<file path="src/design/bswal_regs.vh">
`ifndef BSWAL_REGS_VH
`define BSWAL_REGS_VH

// ----------------------------------------------------------------
// apb register map (byte addresses)
// ----------------------------------------------------------------
`define BSWAL_ADDR_W          12
`define BSWAL_OFF_CONFIG      12'h000
`define BSWAL_OFF_STATUS      12'h004

// ----------------------------------------------------------------
// configuration register fields (1 = jumper installed)
// ----------------------------------------------------------------
`define BSWAL_CFG_W           7
`define BSWAL_CFG_BANK_LSB    0
`define BSWAL_CFG_BANK_MSB    3
`define BSWAL_CFG_ROUTE_A     4
`define BSWAL_CFG_ROUTE_B     5
`define BSWAL_CFG_TEST        6
`define BSWAL_CFG_RESET       7'h3F

// ----------------------------------------------------------------
// status register fields
// ----------------------------------------------------------------
`define BSWAL_STS_WORD_LSB    0
`define BSWAL_STS_WORD_MSB    12
`define BSWAL_STS_SELECT      13
`define BSWAL_STS_DC_LO       14

// ----------------------------------------------------------------
// widths and pin reset levels
// ----------------------------------------------------------------
`define BSWAL_BUS_ADDR_W      18
`define BSWAL_WORD_W          13
`define BSWAL_PIN_W           20
`define BSWAL_PIN_REST        20'hFFFFF
`define BSWAL_DIRECT_W        8
`define BSWAL_PREDEC_W        6
`define BSWAL_PREDEC_IDLE     6'h3F

`endif

</file>
<file path="src/design/bswal_core.v">
// Decided for this implementation: the register addresses and register access over APB.
`timescale 1ns/1ps
`include "bswal_regs.vh"

// Behaviour
// - each bank bit compared against its jumper
// - select only when all four bits match
// - factory routing makes A14 lowest compared bit
// - power-fail line feeds the select comparator
// - test jumper forces read-only cycles
// - thirteen-bit register captures address bits 13..1 in factory routing
// - lowest register bit loads from routed A01, or from A14 without factory routing
// - all bits load on address clock rise
// - word register has no set or clear
// - eight bits go straight to decoders
// - A06 and A12/A13 make six predecode lows
// - A12/A13 decoded to four exclusive lows
// - predecode feeds switch decoders only
// - A03 and A09 gated by driver strobe
// - switch strobe from phase pulse and mode
// - driver strobe from crossed phase and mode
// - bus lines are negative logic
module bswal_core (
  input  wire                           clk,
  input  wire                           reset_n,
  // apb slave
  input  wire                           psel,
  input  wire                           penable,
  input  wire                           pwrite,
  input  wire [`BSWAL_ADDR_W-1:0]       paddr,
  input  wire [31:0]                    pwdata,
  output reg  [31:0]                    prdata,
  output reg                            pready,
  output reg                            pslverr,
  // bus pins, low = asserted
  input  wire [`BSWAL_BUS_ADDR_W-1:0]   bus_addr_l,
  input  wire                           bus_dc_lo_l,
  input  wire                           bus_write_req_l,
  // control timing logic, same clock
  input  wire                           addr_clk,
  input  wire                           read_mode,
  input  wire                           read_phase_pulse,
  input  wire                           write_phase_pulse,
  // towards control logic
  output reg                            device_select,
  output reg                            cycle_write,
  // towards line decoders
  output reg                            switch_timing_strobe,
  output reg                            driver_timing_strobe,
  output reg  [`BSWAL_DIRECT_W-1:0]     direct_bits,
  output reg  [`BSWAL_PREDEC_W-1:0]     switch_predec_n,
  output reg  [1:0]                     driver_gated
);

  // ----------------------------------------------------------------
  // pin synchronisers
  // ----------------------------------------------------------------
  wire [`BSWAL_PIN_W-1:0] pin_vec;
  reg  [`BSWAL_PIN_W-1:0] pin_meta;
  reg  [`BSWAL_PIN_W-1:0] pin_sync;

  assign pin_vec = {bus_write_req_l, bus_dc_lo_l, bus_addr_l};

  // two flops per pin; nothing but the second flop reads the first
  genvar gp;
  generate
    for (gp = 0; gp < `BSWAL_PIN_W; gp = gp + 1) begin : g_sync
      always @(posedge clk or negedge reset_n) begin
        if (!reset_n) begin
          pin_meta[gp] <= 1'b1;
          pin_sync[gp] <= 1'b1;
        end else begin
          pin_meta[gp] <= pin_vec[gp];
          pin_sync[gp] <= pin_meta[gp];
        end
      end
    end
  endgenerate

  // low level on the wire means logical one
  wire [`BSWAL_BUS_ADDR_W-1:0] rx_addr;
  wire                         rx_dc_lo;
  wire                         rx_write;

  assign rx_addr  = ~pin_sync[`BSWAL_BUS_ADDR_W-1:0];
  assign rx_dc_lo = ~pin_sync[`BSWAL_BUS_ADDR_W];
  assign rx_write = ~pin_sync[`BSWAL_BUS_ADDR_W+1];

  // ----------------------------------------------------------------
  // configuration register (jumpers)
  // ----------------------------------------------------------------
  reg  [`BSWAL_CFG_W-1:0] cfg;
  wire [3:0]              bank_jumper;
  wire                    factory_bit_route_a;
  wire                    factory_bit_route_b;
  wire                    read_only_test_jumper;
  wire                    factory_ok;

  // installed jumpers are ones; written only by software setup
  assign bank_jumper = cfg[`BSWAL_CFG_BANK_MSB:`BSWAL_CFG_BANK_LSB];
  assign factory_bit_route_a   = cfg[`BSWAL_CFG_ROUTE_A];
  assign factory_bit_route_b   = cfg[`BSWAL_CFG_ROUTE_B];
  assign read_only_test_jumper = cfg[`BSWAL_CFG_TEST];
  assign factory_ok = factory_bit_route_a & factory_bit_route_b;

  // ----------------------------------------------------------------
  // bank comparator
  // ----------------------------------------------------------------
  wire       low_cmp_bit;
  wire [3:0] cmp_in;
  wire [3:0] cmp_expect;
  wire [3:0] cmp_match;
  wire       next_device_select;

  // factory routing picks A14 as the lowest compared bit
  assign low_cmp_bit = factory_ok ? rx_addr[14] : rx_addr[1];
  assign cmp_in      = {rx_addr[17:15], low_cmp_bit};
  // jumper in demands zero, jumper out demands one
  assign cmp_expect  = ~bank_jumper;

  genvar gc;
  generate
    for (gc = 0; gc < 4; gc = gc + 1) begin : g_cmp
      assign cmp_match[gc] = ~(cmp_in[gc] ^ cmp_expect[gc]);
    end
  endgenerate

  // power-fail blocks selection so no cycle starts on a dying bus
  assign next_device_select = (&cmp_match) & ~rx_dc_lo;

  // ----------------------------------------------------------------
  // word address register
  // ----------------------------------------------------------------
  reg                      addr_clk_d;
  wire                     addr_clk_rise;
  wire                     low_word_bit_routed;
  wire [`BSWAL_WORD_W-1:0] word_din;
  reg  [`BSWAL_WORD_W-1:0] word_reg;

  always @(posedge clk or negedge reset_n) begin
    if (!reset_n) begin
      addr_clk_d <= 1'b0;
    end else begin
      addr_clk_d <= addr_clk;
    end
  end

  assign addr_clk_rise = addr_clk & ~addr_clk_d;

  // in 8K routing the low bit comes through the bank selector
  assign low_word_bit_routed = factory_ok ? rx_addr[1] : rx_addr[14];
  assign word_din = {rx_addr[13:2], low_word_bit_routed};

  // no reset here: contents are undefined until the first load
  genvar gw;
  generate
    for (gw = 0; gw < `BSWAL_WORD_W; gw = gw + 1) begin : g_word
      always @(posedge clk) begin
        if (addr_clk_rise) begin
          word_reg[gw] <= word_din[gw];
        end
      end
    end
  endgenerate

  // ----------------------------------------------------------------
  // timing strobes
  // ----------------------------------------------------------------
  wire next_switch_strobe;
  wire next_driver_strobe;

  assign next_switch_strobe = (read_mode & read_phase_pulse) |
                              (~read_mode & write_phase_pulse);
  assign next_driver_strobe = (write_phase_pulse & read_mode) |
                              (read_phase_pulse & ~read_mode);

  // ----------------------------------------------------------------
  // predecode and gating
  // ----------------------------------------------------------------
  wire                       a03;
  wire                       a06;
  wire                       a09;
  wire                       a12;
  wire                       a13;
  wire [`BSWAL_DIRECT_W-1:0] next_direct;
  wire [`BSWAL_PREDEC_W-1:0] next_predec_n;
  wire [1:0]                 next_driver_gated;

  assign a03 = word_reg[2];
  assign a06 = word_reg[5];
  assign a09 = word_reg[8];
  assign a12 = word_reg[11];
  assign a13 = word_reg[12];

  // A01 A02 A04 A05 A07 A08 A10 A11, ungated
  assign next_direct = {word_reg[10], word_reg[9], word_reg[7],
                        word_reg[6], word_reg[4], word_reg[3],
                        word_reg[1], word_reg[0]};

  // switch decoders only; the driver path never sees these
  assign next_predec_n[0] = ~(next_switch_strobe & a06);
  assign next_predec_n[1] = ~(next_switch_strobe & ~a06);
  assign next_predec_n[2] = ~(next_switch_strobe & a12 & a13);
  assign next_predec_n[3] = ~(next_switch_strobe & ~a12 & a13);
  assign next_predec_n[4] = ~(next_switch_strobe & a12 & ~a13);
  assign next_predec_n[5] = ~(next_switch_strobe & ~a12 & ~a13);

  assign next_driver_gated = {a09 & next_driver_strobe,
                              a03 & next_driver_strobe};

  // ----------------------------------------------------------------
  // cycle direction
  // ----------------------------------------------------------------
  wire next_cycle_write;

  // with the test jumper in, a write request still runs a read cycle,
  // so the stack can be exercised without its contents being altered
  assign next_cycle_write = rx_write & ~read_only_test_jumper;

  // ----------------------------------------------------------------
  // output flops
  // ----------------------------------------------------------------
  // one cycle of latency buys clean, reset-defined decoder lines
  always @(posedge clk or negedge reset_n) begin
    if (!reset_n) begin
      device_select        <= 1'b0;
      cycle_write          <= 1'b0;
      switch_timing_strobe <= 1'b0;
      driver_timing_strobe <= 1'b0;
      direct_bits          <= {`BSWAL_DIRECT_W{1'b0}};
      switch_predec_n      <= `BSWAL_PREDEC_IDLE;
      driver_gated         <= 2'h0;
    end else begin
      device_select        <= next_device_select;
      cycle_write          <= next_cycle_write;
      switch_timing_strobe <= next_switch_strobe;
      driver_timing_strobe <= next_driver_strobe;
      direct_bits          <= next_direct;
      switch_predec_n      <= next_predec_n;
      driver_gated         <= next_driver_gated;
    end
  end

  // ----------------------------------------------------------------
  // apb slave
  // ----------------------------------------------------------------
  wire        apb_setup;
  wire        apb_commit;
  wire        hit_config;
  wire        hit_status;
  wire        hit_any;
  wire        write_refused;
  wire        next_pslverr;
  reg  [31:0] next_prdata;

  assign apb_setup  = psel & ~penable;
  assign apb_commit = psel & penable & pready;
  assign hit_config = (paddr == `BSWAL_OFF_CONFIG);
  assign hit_status = (paddr == `BSWAL_OFF_STATUS);

  // status is read-only, so a write there is refused like a hole
  assign hit_any       = hit_config | hit_status;
  assign write_refused = pwrite & hit_status;
  assign next_pslverr  = apb_setup & (~hit_any | write_refused);

  always @* begin
    next_prdata = 32'h00000000;
    if (hit_config) begin
      next_prdata[`BSWAL_CFG_W-1:0] = cfg;
    end else if (hit_status) begin
      next_prdata[`BSWAL_STS_WORD_MSB:`BSWAL_STS_WORD_LSB] = word_reg;
      next_prdata[`BSWAL_STS_SELECT] = device_select;
      next_prdata[`BSWAL_STS_DC_LO]  = rx_dc_lo;
    end
  end

  // answer is prepared in setup so the access phase has no wait
  always @(posedge clk or negedge reset_n) begin
    if (!reset_n) begin
      pready  <= 1'b0;
      pslverr <= 1'b0;
      prdata  <= 32'h00000000;
    end else begin
      pready  <= apb_setup;
      pslverr <= next_pslverr;
      if (apb_setup && !pwrite) begin
        prdata <= next_prdata;
      end
    end
  end

  always @(posedge clk or negedge reset_n) begin
    if (!reset_n) begin
      cfg <= `BSWAL_CFG_RESET;
    end else if (apb_commit && pwrite && hit_config) begin
      cfg <= pwdata[`BSWAL_CFG_W-1:0];
    end
  end

endmodule // bswal_core

</file>
<file path="config.mk">
export PLATFORM = sky130hd
export DESIGN_NAME = bswal_core
export DESIGN_NICKNAME = d
export VERILOG_FILES = /design/src/design/bswal_core.v
export VERILOG_INCLUDE_DIRS = /design/src /design/src/design
export SDC_FILE = /design/constraint.sdc
export NUM_CORES = 1
export LEC_CHECK = 0
export BUFFER_PORTS_ARGS = -buffer_cell sky130_fd_sc_hd__buf_4
export CORE_MARGIN = 3
export CORE_UTILIZATION = 30
export CTS_CLUSTER_SIZE = 40
export DETAILED_ROUTE_END_ITERATION = 6
export SYNTH_ARGS = -nofsm -noshare
export SYNTH_HDL_FRONTEND = slang
export SYNTH_SLANG_ARGS = --single-unit
</file>
<file path="constraint.sdc">
create_clock -name clk -period 3.5 [get_ports clk]
set_input_delay 0.175 -clock clk [delete_from_list [all_inputs] [get_ports clk]]
set_output_delay 0.175 -clock clk [all_outputs]
set_load 0.02 [all_outputs]
</file>
==> results of run 1 <==
## Yosys cell counts (4+ instances only)
| cell type | instances |
|---|---|
| dfstp_2 | 50 |
| dfrtp_1 | 33 |
| buf_4 | 17 |
| inv_1 | 14 |
| edfxtp_1 | 13 |
| mux2i_1 | 9 |
| nand2_1 | 9 |
| a22o_1 | 8 |
| mux2_2 | 8 |
| o31ai_1 | 7 |
| nor2b_1 | 4 |
## power by group through the flow
stage          logic [uW]  registers (uW)  clock network, uW
2_1_floorplan        58.3            1240                  0
3_3_place_gp          140            1220                  0
3_5_place_dp          143            1220                  0
4_1_cts               161            1200                669
5_1_grt               173            1210                722
6_report              158            1200                634
## logic make-up (layout without fill, tap and decap cells)
family,Yosys count,in the layout,synth area share (%)
flip-flops,96,96,76.1
AND/OR/NAND/NOR,34,34,7.34
XOR/XNOR,3,3,0.790
multiplexers,17,17,5.42
buffers and inverters,35,135,5.91
other,1,17,0.113
AO/OA/AOI/OAI,18,18,4.36
## sequential cells by signal, summed over array words and instances, names as in the netlist
name	cells
pin_meta	19
pin_sync	19
prdata	15
direct_bits	8
next_direct	8
cfg	7
switch_predec_n	6
driver_gated	2
a03	1
a06	1
a09	1
a12	1
a13	1
addr_clk_d	1
cycle_write	1
device_select	1
driver_timing_strobe	1
pready	1
pslverr	1
switch_timing_strobe	1
## final cells by class
type | instances | area, sq um
well taps | 136 | 170
clock inverters | 7 | 47.5
repair buffers | 105 | 841
inverters | 14 | 52.6
flip-flops and latches | 96 | 2530
clock buffers | 9 | 124
multi-input cells | 89 | 659
fillers | 974 | 6130
## metrics by stage
stage | power, uW | setup slack, ps | instances
2_1_floorplan | 1290 | 1810 | 220
3_3_place_gp | 1360 | 1450 | 419
3_5_place_dp | 1370 | 1410 | 419
4_1_cts | 2030 | 1780 | 456
5_1_grt | 2100 | 1740 | 456
6_report | 2000 | 1760 | 456
## timing repair
| action | in CTS | in global routing |
|---|---|---|
| endpoints found under the hold margin | 21 | 0 |
| endpoints found under the setup margin | 0 | 0 |
| hold buffers | 21 | 0 |
| setup buffers | 0 | 0 |
## cells in the final DEF (no fill, tap or decap), types with 2 or more instances in the layout
| master | n |
|---|---|
| clkbuf_8 | 9 |
| clkinvlp_4 | 2 |
| a22o_1 | 8 |
| dfrtp_1 | 33 |
| or3b_2 | 2 |
| conb_1 | 17 |
| nand3_1 | 3 |
| nor4_4 | 2 |
| clkinv_2 | 3 |
| edfxtp_1 | 13 |
| mux2_2 | 8 |
| or4_4 | 2 |
| xnor2_1 | 3 |
| buf_4 | 84 |
| dfstp_2 | 50 |
| nand3b_1 | 2 |
| dlygate4sd3_1 | 21 |
| o31ai_1 | 7 |
| nor2b_1 | 4 |
| nand2_1 | 9 |
| mux2i_1 | 9 |
| or3_1 | 2 |
| inv_1 | 14 |
## layer usage
layer / track usage, % / vias up / wire length, microns
met5: 0 / - / 0
met4: 5.11 / 0 / 130
met3: 3.55 / 9 / 485
met2: 15.8 / 78 / 2740
met1: 12.8 / 881 / 2600
li1: - / 881 / -
## worst max-delay path by stage
stage	depth (start not counted)	end	slack, ps	from
3_5_place_dp	4	cfg[6]$_DFFE_PN0P_	1410	paddr[5]
4_1_cts	5	cfg[6]$_DFFE_PN0P_	1780	penable
2_1_floorplan	3	cfg[6]$_DFFE_PN0P_	1810	paddr[5]
5_1_grt	5	cfg[6]$_DFFE_PN0P_	1740	penable
3_3_place_gp	4	cfg[6]$_DFFE_PN0P_	1450	paddr[5]
6_report	5	cfg[6]$_DFFE_PN0P_	1760	penable
==> impl_metrics.toml, run 1 <==
[synthesis]
synth_flop_cell = "dfstp_2"
ys_top_cells_by_area = "dfstp_2 40%, dfrtp_1 25%, edfxtp_1 12%"
synthDominantCellAreaShare_pct = 39.5
avgSynthCellArea_sq_um = 16.3
syn_area_sq_um = 3330
synth_warnings = 0
yosysTopAreaCell = "dfstp_2"
ys_types = 32
synth_seq_cells = 96
async_reset_ff_share_pct = 86.5
synth_edf_count = 13
synth_seq_area_share_pct = 76.1
netlist_instances = 204

[global_routing]
grt.total_usage_pct = 10.2
grt_max_degree = 84
overflow = 0
grt_pass1_wl_microns = 9800
grt_pass1_vias = 1893
antenna_found_initial = 0

[clocking]
cts_made_buffers = 9
ctsResizeCount = 0
ctsHtreeMaxLevel = 3
clk_pin_slew_ps = 90
clockRootBuffer = "clkbuf_8"
ctsLongestPathBuffers = 2
worstSkewPairLatency_ps = 350
cts_tree = "yes"
cts_sinks = 96

[worst_setup_path]
cp-end-kind = "flop"
cp_max_fo = 7
cpLargestDelayFamily = "simple AND/OR/NAND/NOR gates"
r2r_slack_ps = 1840
path_class = "input pin to flop"
r2r_start = "pready$_DFF_PN0_"
critPathMaxStageDelay_ps = 630
critPathSlowestCell = "nor4_4"
cp_data_arrival_time_ps = 1980
rr_worst_depth = 3
start_kind = "input pin"
reg2reg_to = "cfg[6]$_DFFE_PN0P_"
cp_cell_sequence = "dlygate4sd3_1 > buf_4 > nand4b_1 > nor4_4 > mux2_2"
cp.buffers_inverters = 2
required_ps = 3750

[final_layout]
finalInstanceArea_sq_um = 4420
syn2layout_area_growth_pct = 33.0
fin_nets = 388
utilization_pct = 41.9
antenna_cells = 0
layout-drive-gt1-share_pct = 51.9

[timing]
worst_slew_pin_slew_ps = 979
hold_viol_final = 3
period_needed_ps = 1740
max_freq_mhz = 576
fin_crit_sh_pct = 49.6
hold_slack_ps = -14.1
setup-violations-final = 0
slew-limit-headroom_pct = 34.7
rsz0062_at_grt = "false"
finalMaxSlewViolations = 0
tns_ps = 0
skew_ps = 7.95

[power]
power_leakage_uw = 0.00201
p_switching_uw = 472
vdd_ir_drop_max_uv = 184
p_seq_share_pct = 60.3
clkPwrFrac_pct = 31.8
power.internal_uw = 1520
powerDensity_nw_per_um2 = 451
swShare_pct = 23.7
power_frac_comb_pct = 7.9

[drt]
drt_wl_total_microns = 5950
ant_nets = 0
drc = 0
wl_per_cell_microns = 13.1
vias = 1849
drt_iter0_drc = 50
dr.pass1.iters = 4
viasPerCell = 4.05

[job]
maxCapViolCount = 0

[die]
ios = 127
die_h_microns = 111
dieArea_sq_um = 12400
row_count = 37
core-area_sq_um = 10600
die_w_microns = 111
initial_core_util_pct = 31.5

[worst_hold_path]
holdCritPathClass = "input pin to asynchronous set/reset pin"

[outcome]
violations = "hold timing"
status = "finished with violations"

[placed_design]
dp_hpwl_microns = 4040
placed_cell_area_sq_um = 4040
portBuffers = 83
gp_congestion = 0.779
(Power assumes the default switching activity.)
==> run 2: changes to the inputs <==
--- a/config.mk
+++ b/config.mk
@@ -6,6 +6,7 @@
 export SDC_FILE = /design/constraint.sdc
 export NUM_CORES = 1
 export LEC_CHECK = 0
+export ABC_AREA = 1
 export BUFFER_PORTS_ARGS = -buffer_cell sky130_fd_sc_hd__buf_4
 export CORE_MARGIN = 3
 export CORE_UTILIZATION = 30
==> constraint.sdc (replaced) <==
create_clock -name clk -period 1.4 [get_ports clk]
set_input_delay 0.07 -clock clk [delete_from_list [all_inputs] [get_ports clk]]
set_output_delay 0.07 -clock clk [all_outputs]
set_load 0.02 [all_outputs]
==> impl_metrics.toml, run 2 <==
[placed_design]
placed_cell_area_sq_um = 4260
gp_congestion = 0.722
portBuffers = 83
dp_hpwl_microns = 4760
dp.cells = 512

[die]
die_h_microns = 114
row_count = 38
initial_core_util_pct = 31.5
die_w_microns = 114
core-area_sq_um = 11100
ios = 127
dieArea_sq_um = 13000

[global_routing]
grt_pass1_vias = 2296
grt_pass1_wl_microns = 11400
grt_max_degree = 84
antenna_found_initial = 0
grt.total_usage_pct = 11.3
overflow = 0

[drt]
ant_nets = 0
wl_met3_microns = 416
drt-met1-wl_microns = 2970
viasPerCell = 3.95
wl_met2_microns = 3250
wl_per_cell_microns = 12.1
drt_wl_total_microns = 6770
drc = 0
vias = 2203
highest_layer = "met4"
drt_iter0_drc = 54
dr.pass1.iters = 4

[synthesis]
yosysTopAreaCell = "dfstp_2"
avgSynthCellArea_sq_um = 12.1
ys_top_cells_by_area = "dfstp_2 37%, dfrtp_1 24%, edfxtp_1 11%"
syn_area_sq_um = 3510
synth_edf_count = 13
netlist_top_cells_count = "66 x nand2_1, 50 x dfstp_2, 34 x inv_1, 33 x dfrtp_1, 27 x nand3_1"
synth_seq_cells = 96
synthDominantCellAreaShare_pct = 37.5
synth_flop_cell = "dfstp_2"
synth_seq_area_share_pct = 72.1
ys_types = 25
async_reset_ff_share_pct = 86.5
netlist_instances = 289
synth_warnings = 0
yosysMostFrequentCell = "nand2_1"

[clocking]
cts_setup_buffers = 0
worstSkewPairLatency_ps = 340
cts_tree = "yes"
ctsLongestPathBuffers = 2
hold_buffers = 30
clk_pin_slew_ps = 60
ctsHtreeMaxLevel = 3
ctsResizeCount = 0
cts_made_buffers = 9
clockRootBuffer = "clkbuf_16"
cts_sinks = 96

[timing]
hold_viol_final = 0
rsz0062_at_grt = "false"
fin_crit_sh_pct = 82.6
max_freq_mhz = 865
setup-violations-final = 0
skew_ps = 5.57
period_needed_ps = 1160
finalMaxSlewViolations = 0
hold_slack_ps = 18.0
tns_ps = 0

[final_layout]
layout-drive-gt1-share_pct = 42.1
fin_nets = 486
syn2layout_area_growth_pct = 39.3
final_cell_mix = "86 x buf_4, 66 x nand2_1, 50 x dfstp_2"
antenna_cells = 0
final_common_cell = "buf_4"
stdcell_count = 558
top_regs = "pin_meta: 19 flops, pin_sync: 19 flops, prdata: 15 flops"
finalInstanceArea_sq_um = 4880

[worst_setup_path]
required_ps = 1630
start_kind = "flop"
cp_data_arrival_time_ps = 1380
cp_max_fo = 4
cp-end-kind = "flop"
path_class = "flop to flop"

[power]
p_total_uw = 6070
powerDensity_nw_per_um2 = 1240
power_leakage_uw = 0.00240
vdd_ir_drop_max_uv = 482

[worst_hold_path]
holdCritPathClass = "input pin to flop"

[job]
maxCapViolCount = 0

[outcome]
status = "finished, final reports clean"
-- run 2: worst max-delay path, stage by stage (launching register included) --
cell     delay [ps]
dfstp_2         550
nand2_1         100
o21ai_1         210
nand2_1          70
nand3_1          70
nor2_1           50
-- run 2: worst paths after layout --
| path | slack, ps | start | cells past startpoint | to |
|---|---|---|---|---|
| setup / recovery | 240 | cfg[4]$_DFFE_PN1P_ | 5 | device_select$_DFF_PN0_ |
| hold / removal | 20 | read_phase_pulse | 3 | driver_timing_strobe$_DFF_PN0_ |
| setup reg to reg | 240 | cfg[4]$_DFFE_PN1P_ | 5 | device_select$_DFF_PN0_ |
| hold reg to reg | 350 | pin_meta[15]$_DFF_PN1_ | 0 | pin_sync[15]$_DFF_PN1_ |
| max in group asynchronous | 740 | reset_n | 3 | pin_meta[1]$_DFF_PN1_ |
| min in group asynchronous | 310 | reset_n | 3 | prdata[12]$_DFFE_PN0P_ |
-- run 2: area by class of cell --
type / count / area [sq um]
tap: 140 / 175
inverter: 38 / 143
clock inverter: 3 / 65.1
fill: 1031 / 6240
sequential: 96 / 2530
multi-input combinational: 151 / 746
clock buffer: 13 / 260
timing repair buffer: 117 / 966
-- run 2: where the power goes --
part | switching, uW | leakage [uW] | internal [uW]
Clock | 959 | 0.000160 | 1660
Combinational | 236 | 0.00117 | 204
Sequential | 36.3 | 0.00108 | 2980
-- run 2: kinds of logic (layout without fill, tap and decap cells) --
family                 after synthesis  in the layout  share of synthesized area (%)
AND/OR/NAND/NOR                    120            120                           16.6
flip-flops                          96             96                           72.1
buffers and inverters               58            171                           8.31
AO/OA/AOI/OAI                       13             13                           2.60
other                                1             17                          0.107
XOR/XNOR                             1              1                          0.250
-- run 2: per-stage QoR --
stage,utilization (%),worst slack (ps)
final,43.9,244
after global routing,43.9,132
after CTS,43.9,225
after detailed placement,38.3,241
after global placement,38.3,246
after floorplan,-,84.8
-- run 2: per-layer routing --
layer / up-vias / global-route usage (%)
met1: 1010 / 14.8
met2: 69 / 17.4
met4: 0 / 5.46
met3: 10 / 3.12
met5: - / 0
li1: 1114 / -
==> run 3: changes to the inputs <==
==> constraint.sdc (replaced) <==
create_clock -name clk -period 1.1 [get_ports clk]
set_input_delay 0.055 -clock clk [delete_from_list [all_inputs] [get_ports clk]]
set_output_delay 0.055 -clock clk [all_outputs]
set_load 0.02 [all_outputs]
==> impl_metrics.toml, run 3 (same netlist as run 2, synthesis figures left out) <==
[outcome]
status = "finished with violations"
violations = "setup timing"

[clocking]
ctsHtreeMaxLevel = 3
clk_pin_slew_ps = 60
cts_made_buffers = 9
clockRootBuffer = "clkbuf_16"
worstSkewPairLatency_ps = 330
cts_tree = "yes"
cts_sinks = 96
ctsLongestPathBuffers = 2

[worst_hold_path]
holdCritPathClass = "input pin to flop"
min_path_cells = 3

[die]
initial_core_util_pct = 31.5
die_w_microns = 114
row_count = 38
core-area_sq_um = 11100
dieArea_sq_um = 13000
ios = 127
die_h_microns = 114

[worst_setup_path]
cp_cell_sequence = "nand2_4 > o21ai_4 > nand2_2 > nand3_2 > nor2_2"
cp.depth = 5
critPathSlowestCell = "dfstp_2"
required_ps = 1320
rr_worst_depth = 5
cp_data_arrival_time_ps = 1340
critPathMaxStageDelay_ps = 550
path_class = "flop to flop"
start_kind = "flop"
cp-end-kind = "flop"
cp.buffers_inverters = 0
cp_max_fo = 4
cpLargestDelayFamily = "flip-flops"

[timing]
hold_viol_final = 0
setup-violations-final = 1
max_freq_mhz = 891
finalMaxSlewViolations = 0
fin_crit_sh_pct = 102
rsz0062_at_grt = "true"
tns_ps = -22.7
skew_ps = 7.40
period_needed_ps = 1120
fin_ws_ps = -22.7

[final_layout]
fin_nets = 494
final_common_cell = "buf_4"
top_regs = "pin_meta: 19 flops, pin_sync: 19 flops, prdata: 15 flops"
antenna_cells = 0
layout-drive-gt1-share_pct = 45.8
stdcell_count = 566
syn2layout_area_growth_pct = 44.2
final_cell_mix = "88 x buf_4, 61 x nand2_1, 50 x dfstp_2"
final.fill_count = 1029

[drt]
wl_per_cell_microns = 12.2
drt_iter0_drc = 73
viasPerCell = 4.05
drt_wl_total_microns = 6890
drc = 0
ant_nets = 0
dr.pass1.iters = 4
vias = 2292

[global_routing]
grt_max_degree = 84
antenna_found_initial = 0
grt_pass1_vias = 2376
grt.total_usage_pct = 11.2
grt_pass1_wl_microns = 11300
overflow = 0

[job]
maxCapViolCount = 0

[power]
vdd_ir_drop_max_uv = 842
power_leakage_uw = 0.00246
powerDensity_nw_per_um2 = 1530

[placed_design]
gp_congestion = 0.746
dp.cells = 517
dp_hpwl_microns = 4810
portBuffers = 83
run 3: cell types whose count changed in the layout (fill, tap and decap cells not counted), sizes merged:
| cell | change |
|---|---|
| buf | +5 |
| clkbuf | -2 |
| dlygate4sd3 | +2 |
| clkinvlp | +1 |
| inv | +1 |
| nand3 | +1 |
run 3: timing repair:
item / CTS / global route
resized for setup: 5 / 14
endpoints found under the setup margin: 8 / 17
buffers inserted: 1 / 0
gates cloned: 1 / 0
pin swaps: 2 / 11
hold buffers: 32 / 0
hold endpoints to repair: 62 / 0
run 3: tightest hold or removal path, stage by stage:
cell and delay, ps:
buf_4 120, inv_1 100, a21oi_1 80
run 3: final timing paths:
check / start / endpoint / slack [ps]
max: cfg[5]$_DFFE_PN1P_ / device_select$_DFF_PN0_ / -20
min: pwrite / pslverr$_DFF_PN0_ / 70
max reg2reg: cfg[5]$_DFFE_PN1P_ / device_select$_DFF_PN0_ / -20
min reg2reg: pin_meta[16]$_DFF_PN1_ / pin_sync[16]$_DFF_PN1_ / 350
max in group asynchronous: reset_n / pin_sync[13]$_DFF_PN1_ / 440
min in group asynchronous: reset_n / direct_bits[3]$_DFF_PN0_ / 310
run 3: through the flow:
stage / setup WS [ps] / power, uW / hold slack [ps] / utilization [%] / instance area (sq um)
2_1_floorplan: 14.2 / 4130 / -241 / - / 3580
3_3_place_gp: -33.4 / 4390 / 110 / 38.9 / 4330
3_5_place_dp: -45.7 / 4400 / 123 / 38.9 / 4330
4_1_cts: 1.20 / 7830 / 40.3 / 45.1 / 5010
5_1_grt: -71.4 / 8060 / 82.9 / 45.5 / 5060
6_report: -22.7 / 7720 / 73.0 / 45.5 / 5060
run 3: area by class of cell:
class                   count  area [sq um]  area share (%)
multi-input cells         152           830            16.4
clock buffers              11           243            4.80
clock inverters             5          80.1            1.58
well taps                 140           175            3.46
repair buffers            124          1050            20.8
inverters                  38           148            2.92
flip-flops and latches     96          2530            50.0
run 3: report_power, final:
part / switching (uW) / internal, uW
Combinational: 315 / 276
Clock: 1230 / 2050
Sequential: 49.3 / 3790
run 3: per-layer routing:
| metal | track usage (%) | part of all wire, % | vias up |
|---|---|---|---|
| met1 | 14.6 | 44 | 1080 |
| met2 | 17.2 | 46 | 70 |
| met4 | 4.28 | 2.1 | 0 |
| li1 | - | - | 1128 |
| met5 | 0 | 0 | - |
| met3 | 4.12 | 7.7 | 14 |
